--- config.mk ---
export PLATFORM = sky130hd
export DESIGN_NAME = hbmsp_port
export DESIGN_NICKNAME = d
export VERILOG_FILES = /design/src/rtl/hbmsp_pkg.sv /design/src/rtl/hbmsp_sync.sv /design/src/rtl/hbmsp_port.sv
export SDC_FILE = /design/constraint.sdc
export NUM_CORES = 1
export LEC_CHECK = 0
export BUFFER_PORTS_ARGS = -buffer_cell sky130_fd_sc_hd__buf_2
export CAP_MARGIN = 20
export CELL_PAD_IN_SITES_DETAIL_PLACEMENT = 2
export CELL_PAD_IN_SITES_GLOBAL_PLACEMENT = 2
export CORE_MARGIN = 10
export CORE_UTILIZATION = 38
export DETAILED_ROUTE_END_ITERATION = 7
export GPL_TIMING_DRIVEN = 1
export PLACE_DENSITY_LB_ADDON = 0.1
export SYNTH_ARGS = -nofsm -noshare
export SYNTH_HDL_FRONTEND = slang
export SYNTH_SLANG_ARGS = --single-unit
--- constraint.sdc ---
create_clock -name mclk -period 7.61 [get_ports mclk]
set_input_delay 1.1415 -clock mclk [delete_from_list [all_inputs] [get_ports mclk]]
set_output_delay 1.1415 -clock mclk [all_outputs]
set_load 0.1 [all_outputs]
--- src/rtl/hbmsp_pkg.sv ---
// Purpose: shared constants and types of the host bus mode select port
// Assumes: 8-bit host data, 5-bit register address
// Notes: mode encoding is {type_select_hi, type_select_lo}
`default_nettype none
package hbmsp_pkg;
    localparam int HBMSP_DATA_W = 8;
    localparam int HBMSP_ADDR_W = 5;
    localparam int HBMSP_REGS = 32;
    localparam int HBMSP_SYNC_STAGES = 3;
    localparam logic [HBMSP_DATA_W-1:0] HBMSP_REG_RESET = 8'h00;
    localparam logic [1:0] HBMSP_SEL_SPLIT = 2'h0;
    localparam logic [1:0] HBMSP_SEL_FAM8 = 2'h1;
    localparam logic [1:0] HBMSP_SEL_FAM16 = 2'h2;
    localparam logic [1:0] HBMSP_SEL_RSVD = 2'h3;

    typedef enum logic [1:0] {
        HBMSP_MODE_SPLIT,
        HBMSP_MODE_FAM8,
        HBMSP_MODE_FAM16,
        HBMSP_MODE_RSVD
    } hbmsp_mode_t;
endpackage : hbmsp_pkg
`default_nettype wire

--- src/rtl/hbmsp_sync.sv ---
// Purpose: three-flop synchroniser with agreement filter for one pin
// Assumes: pin is asynchronous to mclk
// Notes: first stage is read only by the second stage
`timescale 1ns/1ps
`default_nettype none
module hbmsp_sync #(
    parameter logic RESET_LEVEL = 1'b0
) (
    input wire logic mclk,
    input wire logic rstn,
    input wire logic pin,
    output logic level
);
    typedef struct packed {
        logic s1;
        logic s2;
        logic s3;
        logic lvl;
    } hbmsp_sync_t;

    hbmsp_sync_t st;
    hbmsp_sync_t next_st;

    // level moves only once the second and third stages agree
    always_comb begin
        next_st = st;
        next_st.s1 = pin;
        next_st.s2 = st.s1;
        next_st.s3 = st.s2;
        if (st.s2 == st.s3) begin
            next_st.lvl = st.s3;
        end
    end

    always_ff @(posedge mclk) begin
        if (!rstn) begin
            st <= {4{RESET_LEVEL}};
        end else begin
            st <= next_st;
        end
    end

    assign level = st.lvl;
endmodule : hbmsp_sync
`default_nettype wire

--- src/rtl/hbmsp_port.sv ---
// Purpose: memory-style parallel host port with selectable bus mode
// Assumes: all host pins asynchronous to mclk; each is synchronised
// Notes: the register file is a plain 32 x 8 store; the rest of the chip
//        reads it through reg_image and raises events on irq_a_req/irq_b_req
`timescale 1ns/1ps
`default_nettype none
// Overview of operation
// - both selects low: separate read/write strobes, interrupts active-high
// - strobe polarity set by selects; split mode strobe is active-low read
// - select hi=1 lo=0: single read/write line, active-low strobe, low interrupts
// - select lo=1 hi=0: 8-bit family, active-high enable strobe
// - select lo=0 hi=1: 16-bit family, same encoding as single-line low strobe
// - both family modes: single read/write line, active-low interrupts
// - eight-bit bidirectional data and five-bit address
// - internal select only when high select is 1 and low select is 0
// - apart from interrupts, port behaves like a memory on the bus
module hbmsp_port
    import hbmsp_pkg::*;
#(
    parameter int DATA_W = HBMSP_DATA_W,
    parameter int ADDR_W = HBMSP_ADDR_W,
    parameter int REGS = HBMSP_REGS
) (
    input wire logic mclk,
    input wire logic rstn,
    input wire logic host_type_select_hi,
    input wire logic host_type_select_lo,
    input wire logic chip_select_active_high,
    input wire logic chip_select_active_low_n,
    input wire logic [ADDR_W-1:0] host_address_bus,
    input wire logic [DATA_W-1:0] host_data_bus_in,
    output logic [DATA_W-1:0] host_data_bus_out,
    output logic host_data_bus_oe_n,
    input wire logic host_read_write_line,
    input wire logic host_data_strobe,
    input wire logic irq_a_req,
    input wire logic irq_b_req,
    output logic host_interrupt_a,
    output logic host_interrupt_b,
    output logic [DATA_W*REGS-1:0] reg_image,
    output logic [1:0] mode_active
);
    typedef struct packed {
        logic [DATA_W*REGS-1:0] mem;
        logic [DATA_W-1:0] dout;
        logic oe_n;
        logic wr_arm;
        logic [ADDR_W-1:0] wr_addr;
        logic [DATA_W-1:0] wr_data;
        logic irq_a;
        logic irq_b;
        hbmsp_mode_t mode;
    } hbmsp_state_t;

    hbmsp_state_t st;
    hbmsp_state_t next_st;

    logic ts_hi;
    logic ts_lo;
    logic cs_hi;
    logic cs_lo_n;
    logic rw;
    logic ds;
    logic [ADDR_W-1:0] addr_s;
    logic [DATA_W-1:0] data_s;
    logic sel;
    logic strobe_on;
    logic rd_access;
    logic wr_access;
    logic irq_pol_high;

    // every host pin crosses into mclk through the filtered synchroniser
    // reset levels match the idle pins, so no false access follows reset
    hbmsp_sync #(.RESET_LEVEL(1'b0)) u_ts_hi (
        .mclk(mclk),
        .rstn(rstn),
        .pin(host_type_select_hi),
        .level(ts_hi)
    );
    hbmsp_sync #(.RESET_LEVEL(1'b0)) u_ts_lo (
        .mclk(mclk),
        .rstn(rstn),
        .pin(host_type_select_lo),
        .level(ts_lo)
    );
    hbmsp_sync #(.RESET_LEVEL(1'b0)) u_cs_hi (
        .mclk(mclk),
        .rstn(rstn),
        .pin(chip_select_active_high),
        .level(cs_hi)
    );
    hbmsp_sync #(.RESET_LEVEL(1'b1)) u_cs_lo (
        .mclk(mclk),
        .rstn(rstn),
        .pin(chip_select_active_low_n),
        .level(cs_lo_n)
    );
    hbmsp_sync #(.RESET_LEVEL(1'b1)) u_rw (
        .mclk(mclk),
        .rstn(rstn),
        .pin(host_read_write_line),
        .level(rw)
    );
    hbmsp_sync #(.RESET_LEVEL(1'b1)) u_ds (
        .mclk(mclk),
        .rstn(rstn),
        .pin(host_data_strobe),
        .level(ds)
    );

    // address and data are held stable by the host around the strobe
    genvar gi;
    generate
        for (gi = 0; gi < ADDR_W; gi++) begin : g_addr
            hbmsp_sync #(.RESET_LEVEL(1'b0)) u_a (
                .mclk(mclk),
                .rstn(rstn),
                .pin(host_address_bus[gi]),
                .level(addr_s[gi])
            );
        end
        for (gi = 0; gi < DATA_W; gi++) begin : g_data
            hbmsp_sync #(.RESET_LEVEL(1'b0)) u_d (
                .mclk(mclk),
                .rstn(rstn),
                .pin(host_data_bus_in[gi]),
                .level(data_s[gi])
            );
        end
    endgenerate

    // decode of strobe meaning per mode
    always_comb begin
        sel = cs_hi && !cs_lo_n;
        strobe_on = 1'b0;
        rd_access = 1'b0;
        wr_access = 1'b0;
        irq_pol_high = 1'b0;
        case (st.mode)
            HBMSP_MODE_SPLIT: begin
                // strobe input is an active-low read, read/write pin an active-low write
                irq_pol_high = 1'b1;
                rd_access = sel && !ds;
                wr_access = sel && !rw;
                strobe_on = rd_access || wr_access;
            end
            HBMSP_MODE_FAM8: begin
                strobe_on = sel && ds;
                rd_access = strobe_on && rw;
                wr_access = strobe_on && !rw;
            end
            HBMSP_MODE_FAM16: begin
                strobe_on = sel && !ds;
                rd_access = strobe_on && rw;
                wr_access = strobe_on && !rw;
            end
            default: begin
                // reserved select: no access is decoded; interrupts stay active-low
                strobe_on = 1'b0;
            end
        endcase
    end

    // mode tracking, memory-like access and interrupt polarity
    always_comb begin
        next_st = st;
        case ({ts_hi, ts_lo})
            HBMSP_SEL_SPLIT: next_st.mode = HBMSP_MODE_SPLIT;
            HBMSP_SEL_FAM8: next_st.mode = HBMSP_MODE_FAM8;
            HBMSP_SEL_FAM16: next_st.mode = HBMSP_MODE_FAM16;
            default: next_st.mode = HBMSP_MODE_RSVD;
        endcase
        // capture during the strobe, commit at its trailing edge
        if (wr_access) begin
            next_st.wr_arm = 1'b1;
            next_st.wr_addr = addr_s;
            next_st.wr_data = data_s;
        end else if (st.wr_arm) begin
            next_st.wr_arm = 1'b0;
            next_st.mem[st.wr_addr*DATA_W +: DATA_W] = st.wr_data;
        end
        // drive read data only while a read is in progress
        if (rd_access && !wr_access) begin
            next_st.oe_n = 1'b0;
            next_st.dout = st.mem[addr_s*DATA_W +: DATA_W];
        end else begin
            next_st.oe_n = 1'b1;
            next_st.dout = HBMSP_REG_RESET;
        end
        // interrupt level follows the mode polarity
        next_st.irq_a = irq_pol_high ? irq_a_req : !irq_a_req;
        next_st.irq_b = irq_pol_high ? irq_b_req : !irq_b_req;
    end

    // reset puts interrupts inactive for the split mode selected by low pins
    always_ff @(posedge mclk) begin
        if (!rstn) begin
            st.mem <= {REGS{HBMSP_REG_RESET}};
            st.dout <= HBMSP_REG_RESET;
            st.oe_n <= 1'b1;
            st.wr_arm <= 1'b0;
            st.wr_addr <= '0;
            st.wr_data <= HBMSP_REG_RESET;
            st.irq_a <= 1'b0;
            st.irq_b <= 1'b0;
            st.mode <= HBMSP_MODE_SPLIT;
        end else begin
            st <= next_st;
        end
    end

    assign host_data_bus_out = st.dout;
    assign host_data_bus_oe_n = st.oe_n;
    assign host_interrupt_a = st.irq_a;
    assign host_interrupt_b = st.irq_b;
    assign reg_image = st.mem;
    assign mode_active = st.mode;
endmodule : hbmsp_port
`default_nettype wire

## Word-level counts from Yosys, hierarchy flattened

Cells that the tools add are included.

- Flip-flop bits (word level): 359
- Bits of input ports: 23
- Output and inout bits: 269
- Word-level logic and storage cells: 141

- Add/sub/neg operators: 1
- Equality and inequality tests: 23
- Shift-type cells: 3
- Muxes and demuxes: 9
- Bitwise gates (word level): 1
- Reductions and logical operators: 19

Operator list:

| cell | count |
|---|---|
| $bwmux W256 | 1 |
| $shift A8 B34 Y256 const A | 1 |
| $shiftx A256 B9 Y8 | 1 |
| $shiftx A8 B34 Y256 | 1 |
| $neg A8 Y34 | 1 |
| $eq A1 B1 Y1 | 19 |
| $logic_and A1 B1 Y1 | 9 |
| $logic_not A1 Y1 | 6 |
| $pmux W1 S3 | 2 |
| $pmux W2 S3 | 1 |
| $mux W1 | 5 |
| $eq A2 B1 Y1 const B | 2 |
| $eq A2 B2 Y1 const B | 2 |
| $logic_not A2 Y1 | 2 |
| $reduce_and A2 Y1 | 2 |
| $not A1 Y1 | 1 |

## Depth between registers and ports, before layout

Gate-level depths: netlist of the first run.

- Depth in word-level cells: 8
- Gate-level depth with buffers: 13
- Mapped depth without buffers: 10

## Cells and area by module

From an unflattened synthesis of the first run, not the netlist that was laid out.

- Cells, all modules: 1684
- Area total of the unflattened synthesis: 16852.4 um^2

By module, submodules not included:

| module | times used | cells an instance | area an instance (um^2) | seq. area each (um^2) |
|---|---|---|---|---|
| hbmsp_port | 1 | 1494 | 14652.8 | 5665.4 |
| hbmsp_sync (g_addr[0].u_a ...) | 16 | 10 | 116.4 | 80.1 |
| hbmsp_sync (u_cs_lo ...) | 3 | 10 | 112.6 | 80.1 |

## Worst setup path after synthesis of the first run

Ideal clock, no wire load.

- Path kind: register to register
- Start: register st[13] in the netlist's numbering
- End: register st, in the netlist reg_image[6]
- Setup time: 0.115 ns
- Data arrival time: 2.618 ns
- Data required time: 7.495 ns
- Path slack: 4.877 ns
- Cell stages (with the launch flop): 14
- Path buffers: 3
- Period minus slack after synthesis: 2.733 ns
- Cells stage by stage: dfxtp_1 -> inv_1 -> ha_1 -> nand2b_1 -> nor2_1 -> ha_1 -> clkbuf_1 -> nor2_1 -> and4_1 -> buf_2 -> nor4b_4 -> clkbuf_1 -> nor2b_1 -> o21a_1

- Longest elaborated chain between the ends: 3
- Elaborated cells on any way between the ends: 4
- Classes of those cells: add/sub: 1; shift: 2; mux: 1

RTL lines:

| element | RTL line | text |
|---|---|---|
| start: declaration | hbmsp_port.sv:55 | `hbmsp_state_t st;` |
| start signal: assignment | hbmsp_port.sv:208 | `st <= next_st;` |
| $neg A8 Y34 (*) | hbmsp_port.sv:180 | `next_st.mem[st.wr_addr*DATA_W +: DATA_W] = st.wr_data;` |
| $shiftx A8 B34 Y256 or $shift A8 B34 Y256 (tied branches) | hbmsp_port.sv:180 |  |
| $bwmux W256 (*) | hbmsp_port.sv:180 |  |

Mark *: on every way between the ends. The rest lies on a longest branch, timed or not.
A chain may end at the register's enable or synchronous reset.

## Worst setup path in the final report of the first run

- Start: register st[12] in the netlist's numbering
- End: register st, in the netlist reg_image[106]

Same word-level chain as after synthesis.

==> flow_metrics.env, run 1 <==
export IMPL_drt_pass1_iterations=5
export IMPL_hold_viol=0
export IMPL_cts_setup_buffers=0
export IMPL_fp_row_count=77
export IMPL_cpPeakStageDelay_ns=0.66
export IMPL_overflow=0
export IMPL_crit_start="st[12]"
export IMPL_utilization=0.417
export IMPL_initial_core_util=0.384
export IMPL_finalCritPeriodShare=0.489
export IMPL_synth_compound_gate_area_share=0.0658
export IMPL_r2r_start="st[12]"
export IMPL_dp_hpwl_um=50700
export IMPL_crit_arrival_ns=4.13
export IMPL_synth_area_um2=16900
export IMPL_vias=12588
export IMPL_cts_buffers=42
export IMPL_synth_warnings=0
export IMPL_synthFlopType="dfxtp_1"
export IMPL_grt_first_pass_wirelength_um=97100
export IMPL_clock_sinks=359
export IMPL_ys_seq_area_frac=0.425
export IMPL_min_from="u_ds.next_st[2]"
export IMPL_synth_edf_count=0
export IMPL_synthCells=1726
export IMPL_htree_levels=2
export IMPL_postCtsHoldBufs=0
export IMPL_hp_class="flip-flop to flip-flop"
export IMPL_crit_top_cell="ha_1"
export IMPL_cp_cell_sequence="inv_1 > ha_1 > nand2b_1 > nor2_1 > ha_1 > a21boi_1 > buf_4 > nand4_1 > nand3_1 > o21ai_0"
export IMPL_setup_viol_count_final=0
export IMPL_via_per_inst=5.40
export IMPL_cts_tree="built"
export IMPL_yosys_area_share_xor_xnor=0.00207
export IMPL_synth_top_cell_area_share=0.425
export IMPL_drc=0
export IMPL_hold_worst_slack_ns=0.409
export IMPL_synth_top_family_by_area="multiplexers"
export IMPL_status="completed"
export IMPL_irDropWorstVdd_v=0.000163
export IMPL_power_density_nw_per_um2=229
export IMPL_clock_latency_ns=0.57
export IMPL_rsz0062_at_grt="false"
export IMPL_cap_violations=0
export IMPL_finalWirelength_um=67200
export IMPL_n_antenna_cell=0
export IMPL_drtAntennaViolNets=0
export IMPL_synth_largest_area_cell="dfxtp_1"
export IMPL_gp_congestion=0.856
export IMPL_cp_required_ns=8.02
export IMPL_dp_cells=2253
export IMPL_relSlewSlack=0.248
export IMPL_core_area_um2=44100
export IMPL_finalPower_mw=4.21
export IMPL_p_leak_nw=7.98
export IMPL_synth_fa_ha_area_frac=0.00517
export IMPL_stdcell_count=2332
export IMPL_grt_pass1_vias=13490
export IMPL_pre_cts_slack_ns=3.33
export IMPL_worstMarginPinSlew_ns=1.13
export IMPL_grt_max_degree=194
export IMPL_fmax_mhz=269
export IMPL_synth_distinct_cells=47
export IMPL_cts_resized=0
export IMPL_synth_area_mux_share=0.199
export IMPL_cp_max_fo=16
export IMPL_yosys_top_cells_area="dfxtp_1, buf_4, mux2i_1"
export IMPL_worst_setup_path_start_kind="flip-flop"
export IMPL_setup_slack_ns=3.89
export IMPL_placed_cell_area_um2=16800
export IMPL_antenna_found_initial=0
export IMPL_die_width_um=231
export IMPL_tns_ns=0
export IMPL_nets=1736
export IMPL_syn_area_per_cell_um2=9.81
export IMPL_ys_async_sr_fraction=0
export IMPL_fill_cells=4799
export IMPL_die_area_um2=53400
export IMPL_clk_pin_slew_ns=0.06
export IMPL_min_period_ns=3.72
export IMPL_clockBufferDepth=3
export IMPL_yosys_area_share_simple=0.159
export IMPL_drive_gt1_frac=0.270
export IMPL_slew_violations=0
export IMPL_root_buffer="clkbuf_16"
export IMPL_synth_ff_latch_count=359
export IMPL_syn_nets=1756
export IMPL_clock_skew_final_ns=0.0227
export IMPL_io_buffer_count=291
export IMPL_drt_wirelength_per_cell_um=28.8
export IMPL_stdcell_area_um2=18400
export IMPL_crit_type="flip-flop to flip-flop"
export IMPL_globalRouteTotalUtil=0.246
export IMPL_area_growth_pct=8.61
export IMPL_pin_count=292
export IMPL_die_h_um=231
export IMPL_cp_end_kind="flip-flop"
export IMPL_drtIter0Drc=782
export IMPL_crit_slowest_cell="nand4_1"
==> flip-flops by register name, summed over array words and instances, names as in the netlist, 2 cells and up <==
signal / cells
g_addr.u_a.level: 5
g_addr.u_a.next_st: 10
g_addr.u_a.st: 5
g_data.u_d.level: 8
g_data.u_d.next_st: 16
g_data.u_d.st: 8
host_data_bus_out: 8
mode_active: 2
reg_image: 256
st: 14
u_cs_hi.next_st: 2
u_cs_lo.next_st: 2
u_ds.next_st: 2
u_rw.next_st: 2
u_ts_hi.next_st: 2
u_ts_lo.next_st: 2
==> power breakdown <==
part	internal (mW)	switching, mW
combinational	0.0152	0.0393
clock	1.41	0.842
sequential	1.89	0.00590
==> layout make-up <==
cell class	count	area, um2	share of cell area
sequential	359	7190	0.391
inverter	7	26.3	0.00143
multi-input combinational	994	7300	0.397
timing repair buffer	302	1560	0.0849
clock buffer	61	1290	0.0700
tap	592	741	0.0403
clock inverter	17	272	0.0148
==> routing by layer <==
metal,GRT usage,up-vias,wire [um],part of all wire
li1,-,5608,-,-
met1,0.296,6549,28200,0.42
met2,0.426,343,33200,0.49
met3,0.0538,88,3700,0.055
met4,0.0851,0,2070,0.031
met5,0,-,0,0
==> critical path, delay by kind of cell (launching register included) <==
kind            cells  cell delay (ns)
simple gates        4             1.30
flops               1             0.57
fa+ha+maj           2             0.85
buf+inv             2             0.39
compound gates      2             0.44
==> Yosys cell counts (6+ instances only) <==
cell      count
a21boi_0     16
a22o_1       22
a22oi_1      32
and2_1       66
and3_1       11
buf_1        10
buf_2        21
buf_4       267
clkbuf_1     67
dfxtp_1     359
ha_1          7
inv_1         7
mux2i_1     193
mux4_2       64
nand2_1     330
nand2b_1     13
nand3_1      58
nand3_2       8
nand4_1       9
nand4_2       6
nor2_1       14
nor2_2        7
nor2b_1      13
o21a_1       10
o21ai_0      77
==> path summary, 6_finish.rpt <==
path         slack (ns)         endpoint  depth (start not counted)
max                3.89   reg_image[106]                         10
min                0.41  u_ds.next_st[1]                          1
max reg2reg        3.89   reg_image[106]                         10
min reg2reg        0.41  u_ds.next_st[1]                          1
==> kinds of logic (layout without fill, tap and decap cells) <==
family                     after synthesis  count (layout)
xor gates and xnor gates                 4               4
and+or+nand+nor                        558             558
buffers and inverters                  373             387
AOI/OAI and AO/OA                      168             168
DFF                                    359             359
muxes                                  257             257
adders and majority gates                7               7
==> placed cells by master, fill, tap and decap left out, types with 2 or more instances in the layout <==
master / synthesis / final
and2_1: 66 / 66
clkbuf_1: 67 / 6
dfxtp_4: 0 / 2
clkinv_2: 0 / 6
nor2b_1: 13 / 13
nand2_1: 330 / 330
clkbuf_16: 0 / 45
inv_1: 7 / 7
a21oi_1: 5 / 5
nor2_1: 14 / 14
xnor2_1: 3 / 3
and3_1: 11 / 11
nor2_2: 7 / 7
nand4_2: 6 / 6
and2_0: 2 / 2
a22oi_1: 32 / 32
mux2i_1: 193 / 193
nor4b_4: 2 / 2
clkinvlp_4: 0 / 3
nor3_1: 5 / 5
buf_2: 21 / 290
a21boi_0: 16 / 16
bufinv_16: 0 / 7
and4_1: 4 / 4
ha_1: 7 / 7
nand3_2: 8 / 8
nand4_1: 9 / 9
mux4_2: 64 / 64
clkbuf_8: 0 / 10
nand3_1: 58 / 58
nor4_1: 2 / 2
o21a_1: 10 / 10
o21ai_0: 77 / 77
a22o_1: 22 / 22
dfxtp_1: 359 / 357
buf_4: 267 / 10
nand4b_1: 2 / 2
nand2b_1: 13 / 13
Power figures use the tool's default switching activity.
==> inputs of run 2 (changes only) <==
- CORE_UTILIZATION: 38 -> 35
- clock period: 7.61 -> 3.6 ns (I/O delays scaled with it)
==> flow_metrics.env, run 2 (synthesis gave the netlist of run 1 again) <==
export IMPL_tns_ns=0
export IMPL_r2r_start="st[12]"
export IMPL_rsz0062_at_grt="false"
export IMPL_hold_path_endpoint="u_cs_lo.next_st[2]"
export IMPL_fp_row_count=80
export IMPL_die_h_um=240
export IMPL_cp_max_fo=16
export IMPL_cts_tree="built"
export IMPL_clk_pin_slew_ns=0.06
export IMPL_clock_sinks=359
export IMPL_fmax_mhz=296
export IMPL_drc=0
export IMPL_relSlewSlack=0.404
export IMPL_antenna_found_initial=0
export IMPL_n_antenna_cell=0
export IMPL_busiest_layer="met2"
export IMPL_p_sw_mw=1.87
export IMPL_crit_type="flip-flop to flip-flop"
export IMPL_grtUsageMet3=0.0378
export IMPL_crit_top_cell="ha_1"
export IMPL_hold_viol=0
export IMPL_cp_cell_sequence="inv_1 > ha_1 > nand2b_1 > nor2_1 > ha_1 > nor3_1 > nand4_1 > nand3_1 > o21ai_0"
export IMPL_min_from="chip_select_active_low_n"
export IMPL_cp_depth=9
export IMPL_power_density_nw_per_um2=468
export IMPL_cp_end_kind="flip-flop"
export IMPL_crit_family="simple AND/OR/NAND/NOR gates"
export IMPL_cap_violations=0
export IMPL_cp_required_ns=4.03
export IMPL_hp_class="input port to flip-flop"
export IMPL_setup_viol_count_final=0
export IMPL_clock_skew_final_ns=0.0193
export IMPL_finalWirelength_um=67800
export IMPL_htree_levels=2
export IMPL_multiInputGateArea_um2=7310
export IMPL_pwr_share_seq=0.458
export IMPL_drt_pass1_iterations=5
export IMPL_dp_hpwl_um=51600
export IMPL_globalRouteTotalUtil=0.230
export IMPL_initial_core_util=0.354
export IMPL_area_growth_pct=10.7
export IMPL_min_period_ns=3.38
export IMPL_drtIter0Drc=810
export IMPL_cts_buffers=43
export IMPL_p_leak_nw=8.20
export IMPL_grt_max_degree=131
export IMPL_io_buffer_count=291
export IMPL_crit_slowest_cell="nand4_1"
export IMPL_rr_worst_depth=9
export IMPL_crit_arrival_ns=3.80
export IMPL_layout_cells_most_common="dfxtp_1"
export IMPL_fill_cells=5134
export IMPL_die_width_um=240
export IMPL_die_area_um2=57600
export IMPL_pin_count=292
export IMPL_gp_congestion=0.856
export IMPL_drive_gt1_frac=0.288
export IMPL_via_per_inst=5.28
export IMPL_finalCritPeriodShare=0.938
export IMPL_root_buffer="clkbuf_16"
export IMPL_power_frac_comb=0.014
export IMPL_grt_pass1_vias=13664
export IMPL_vias=12665
export IMPL_swShare=0.214
export IMPL_final_cell_mix="dfxtp_1, nand2_1, buf_2, mux2i_1, o21ai_0"
export IMPL_overflow=0
export IMPL_largest_register_ffs=256
export IMPL_holdPathStages=2
export IMPL_r2r_end="reg_image[63]"
export IMPL_r2r_setup_slack_ns=0.22
export IMPL_clock_latency_ns=0.57
export IMPL_drt_wirelength_per_cell_um=28.3
export IMPL_crit_buf_inv=1
export IMPL_internal_power_mw=6.89
export IMPL_met1_usage=0.284
export IMPL_grt_first_pass_wirelength_um=97500
export IMPL_worstMarginPinSlew_ns=0.894
export IMPL_worst_setup_path_start_kind="flip-flop"
export IMPL_core_area_um2=47700
export IMPL_stdcell_area_um2=18700
export IMPL_nets=1780
export IMPL_drtAntennaViolNets=0
export IMPL_status="completed"
export IMPL_irDropWorstVdd_v=0.000272
export IMPL_seqCellArea_um2=7190
export IMPL_power_frac_clock=0.528
export IMPL_placed_cell_area_um2=17200
export IMPL_cpPeakStageDelay_ns=0.67
export IMPL_grt_util_met2=0.402
export IMPL_slew_violations=0
export IMPL_clockBufferDepth=3
-- run 2: cell count changes in the layout (fill, tap and decap cells not counted) --
cell,change
buf_12,+4
buf_4,+39
bufinv_16,-2
clkbuf_8,+1
clkinv_2,+4
clkinvlp_4,-3
dfxtp_2,+1
dfxtp_4,-1
inv_6,-1
nor2_1,-1
nor2_2,+1
nor4_1,-1
nor4_2,+1
-- run 2: power groups by stage --
stage                     Clock (mW)  Sequential [mW]  Combinational [mW]
after CTS                       4.73             4.01               0.121
final                           4.63             4.01               0.120
after detailed placement           0             4.10               0.121
after global routing            4.90             4.01               0.132
after global placement             0             4.10               0.119
after floorplan                    0             4.10              0.0748
-- run 2: metal layers --
layer / share of wire / wire, um / vias up
li1: - / - / 5709
met1: 0.43 / 29100 / 6564
met2: 0.50 / 33900 / 306
met3: 0.044 / 3020 / 86
met4: 0.026 / 1740 / 0
met5: 0 / 0 / -
-- run 2: timing repair --
action,CTS,global route
hold buffers,0,0
resized for setup,0,1
setup endpoints to repair,0,19
buffers inserted,0,2
-- run 2: final cells by class --
cell class                 count  area share
timing repair buffer         345       0.103
tap                          615      0.0411
sequential                   359       0.384
clock buffer                  62      0.0694
clock inverter                15      0.0107
inverter                       7     0.00140
multi-input combinational    994       0.390
-- run 2: how the worst max path moves through the flow --
| stage | startpoint | end | slack [ns] |
|---|---|---|---|
| CTS | st[12] | reg_image[176] | 0.13 |
| floorplan | st[13] | reg_image[6] | 0.87 |
| detailed placement | st[12] | reg_image[1] | 0.23 |
| global placement | st[12] | reg_image[4] | 0.45 |
| finish | st[12] | reg_image[63] | 0.22 |
| global route | st[12] | reg_image[59] | 0.01 |
-- run 2: per-stage QoR --
stage	util	hold slack [ns]	worst slack [ns]	power [mW]	std cells
after floorplan	-	0.386	0.867	4.18	1726
after global placement	0.361	0.390	0.447	4.22	2318
after detailed placement	0.361	0.407	0.227	4.22	2318
final	0.392	0.164	0.222	8.76	2397
after CTS	0.392	0.127	0.126	8.86	2395
after global routing	0.392	0.145	0.0116	9.05	2397
-- run 2: worst reg2reg max path, delay by kind of cell (launching register included) --
kind	cells	cell delay (ns)
fa+ha+maj	2	0.59
simple gates	5	1.79
flops	1	0.58
buf+inv	1	0.16
compound gates	1	0.12
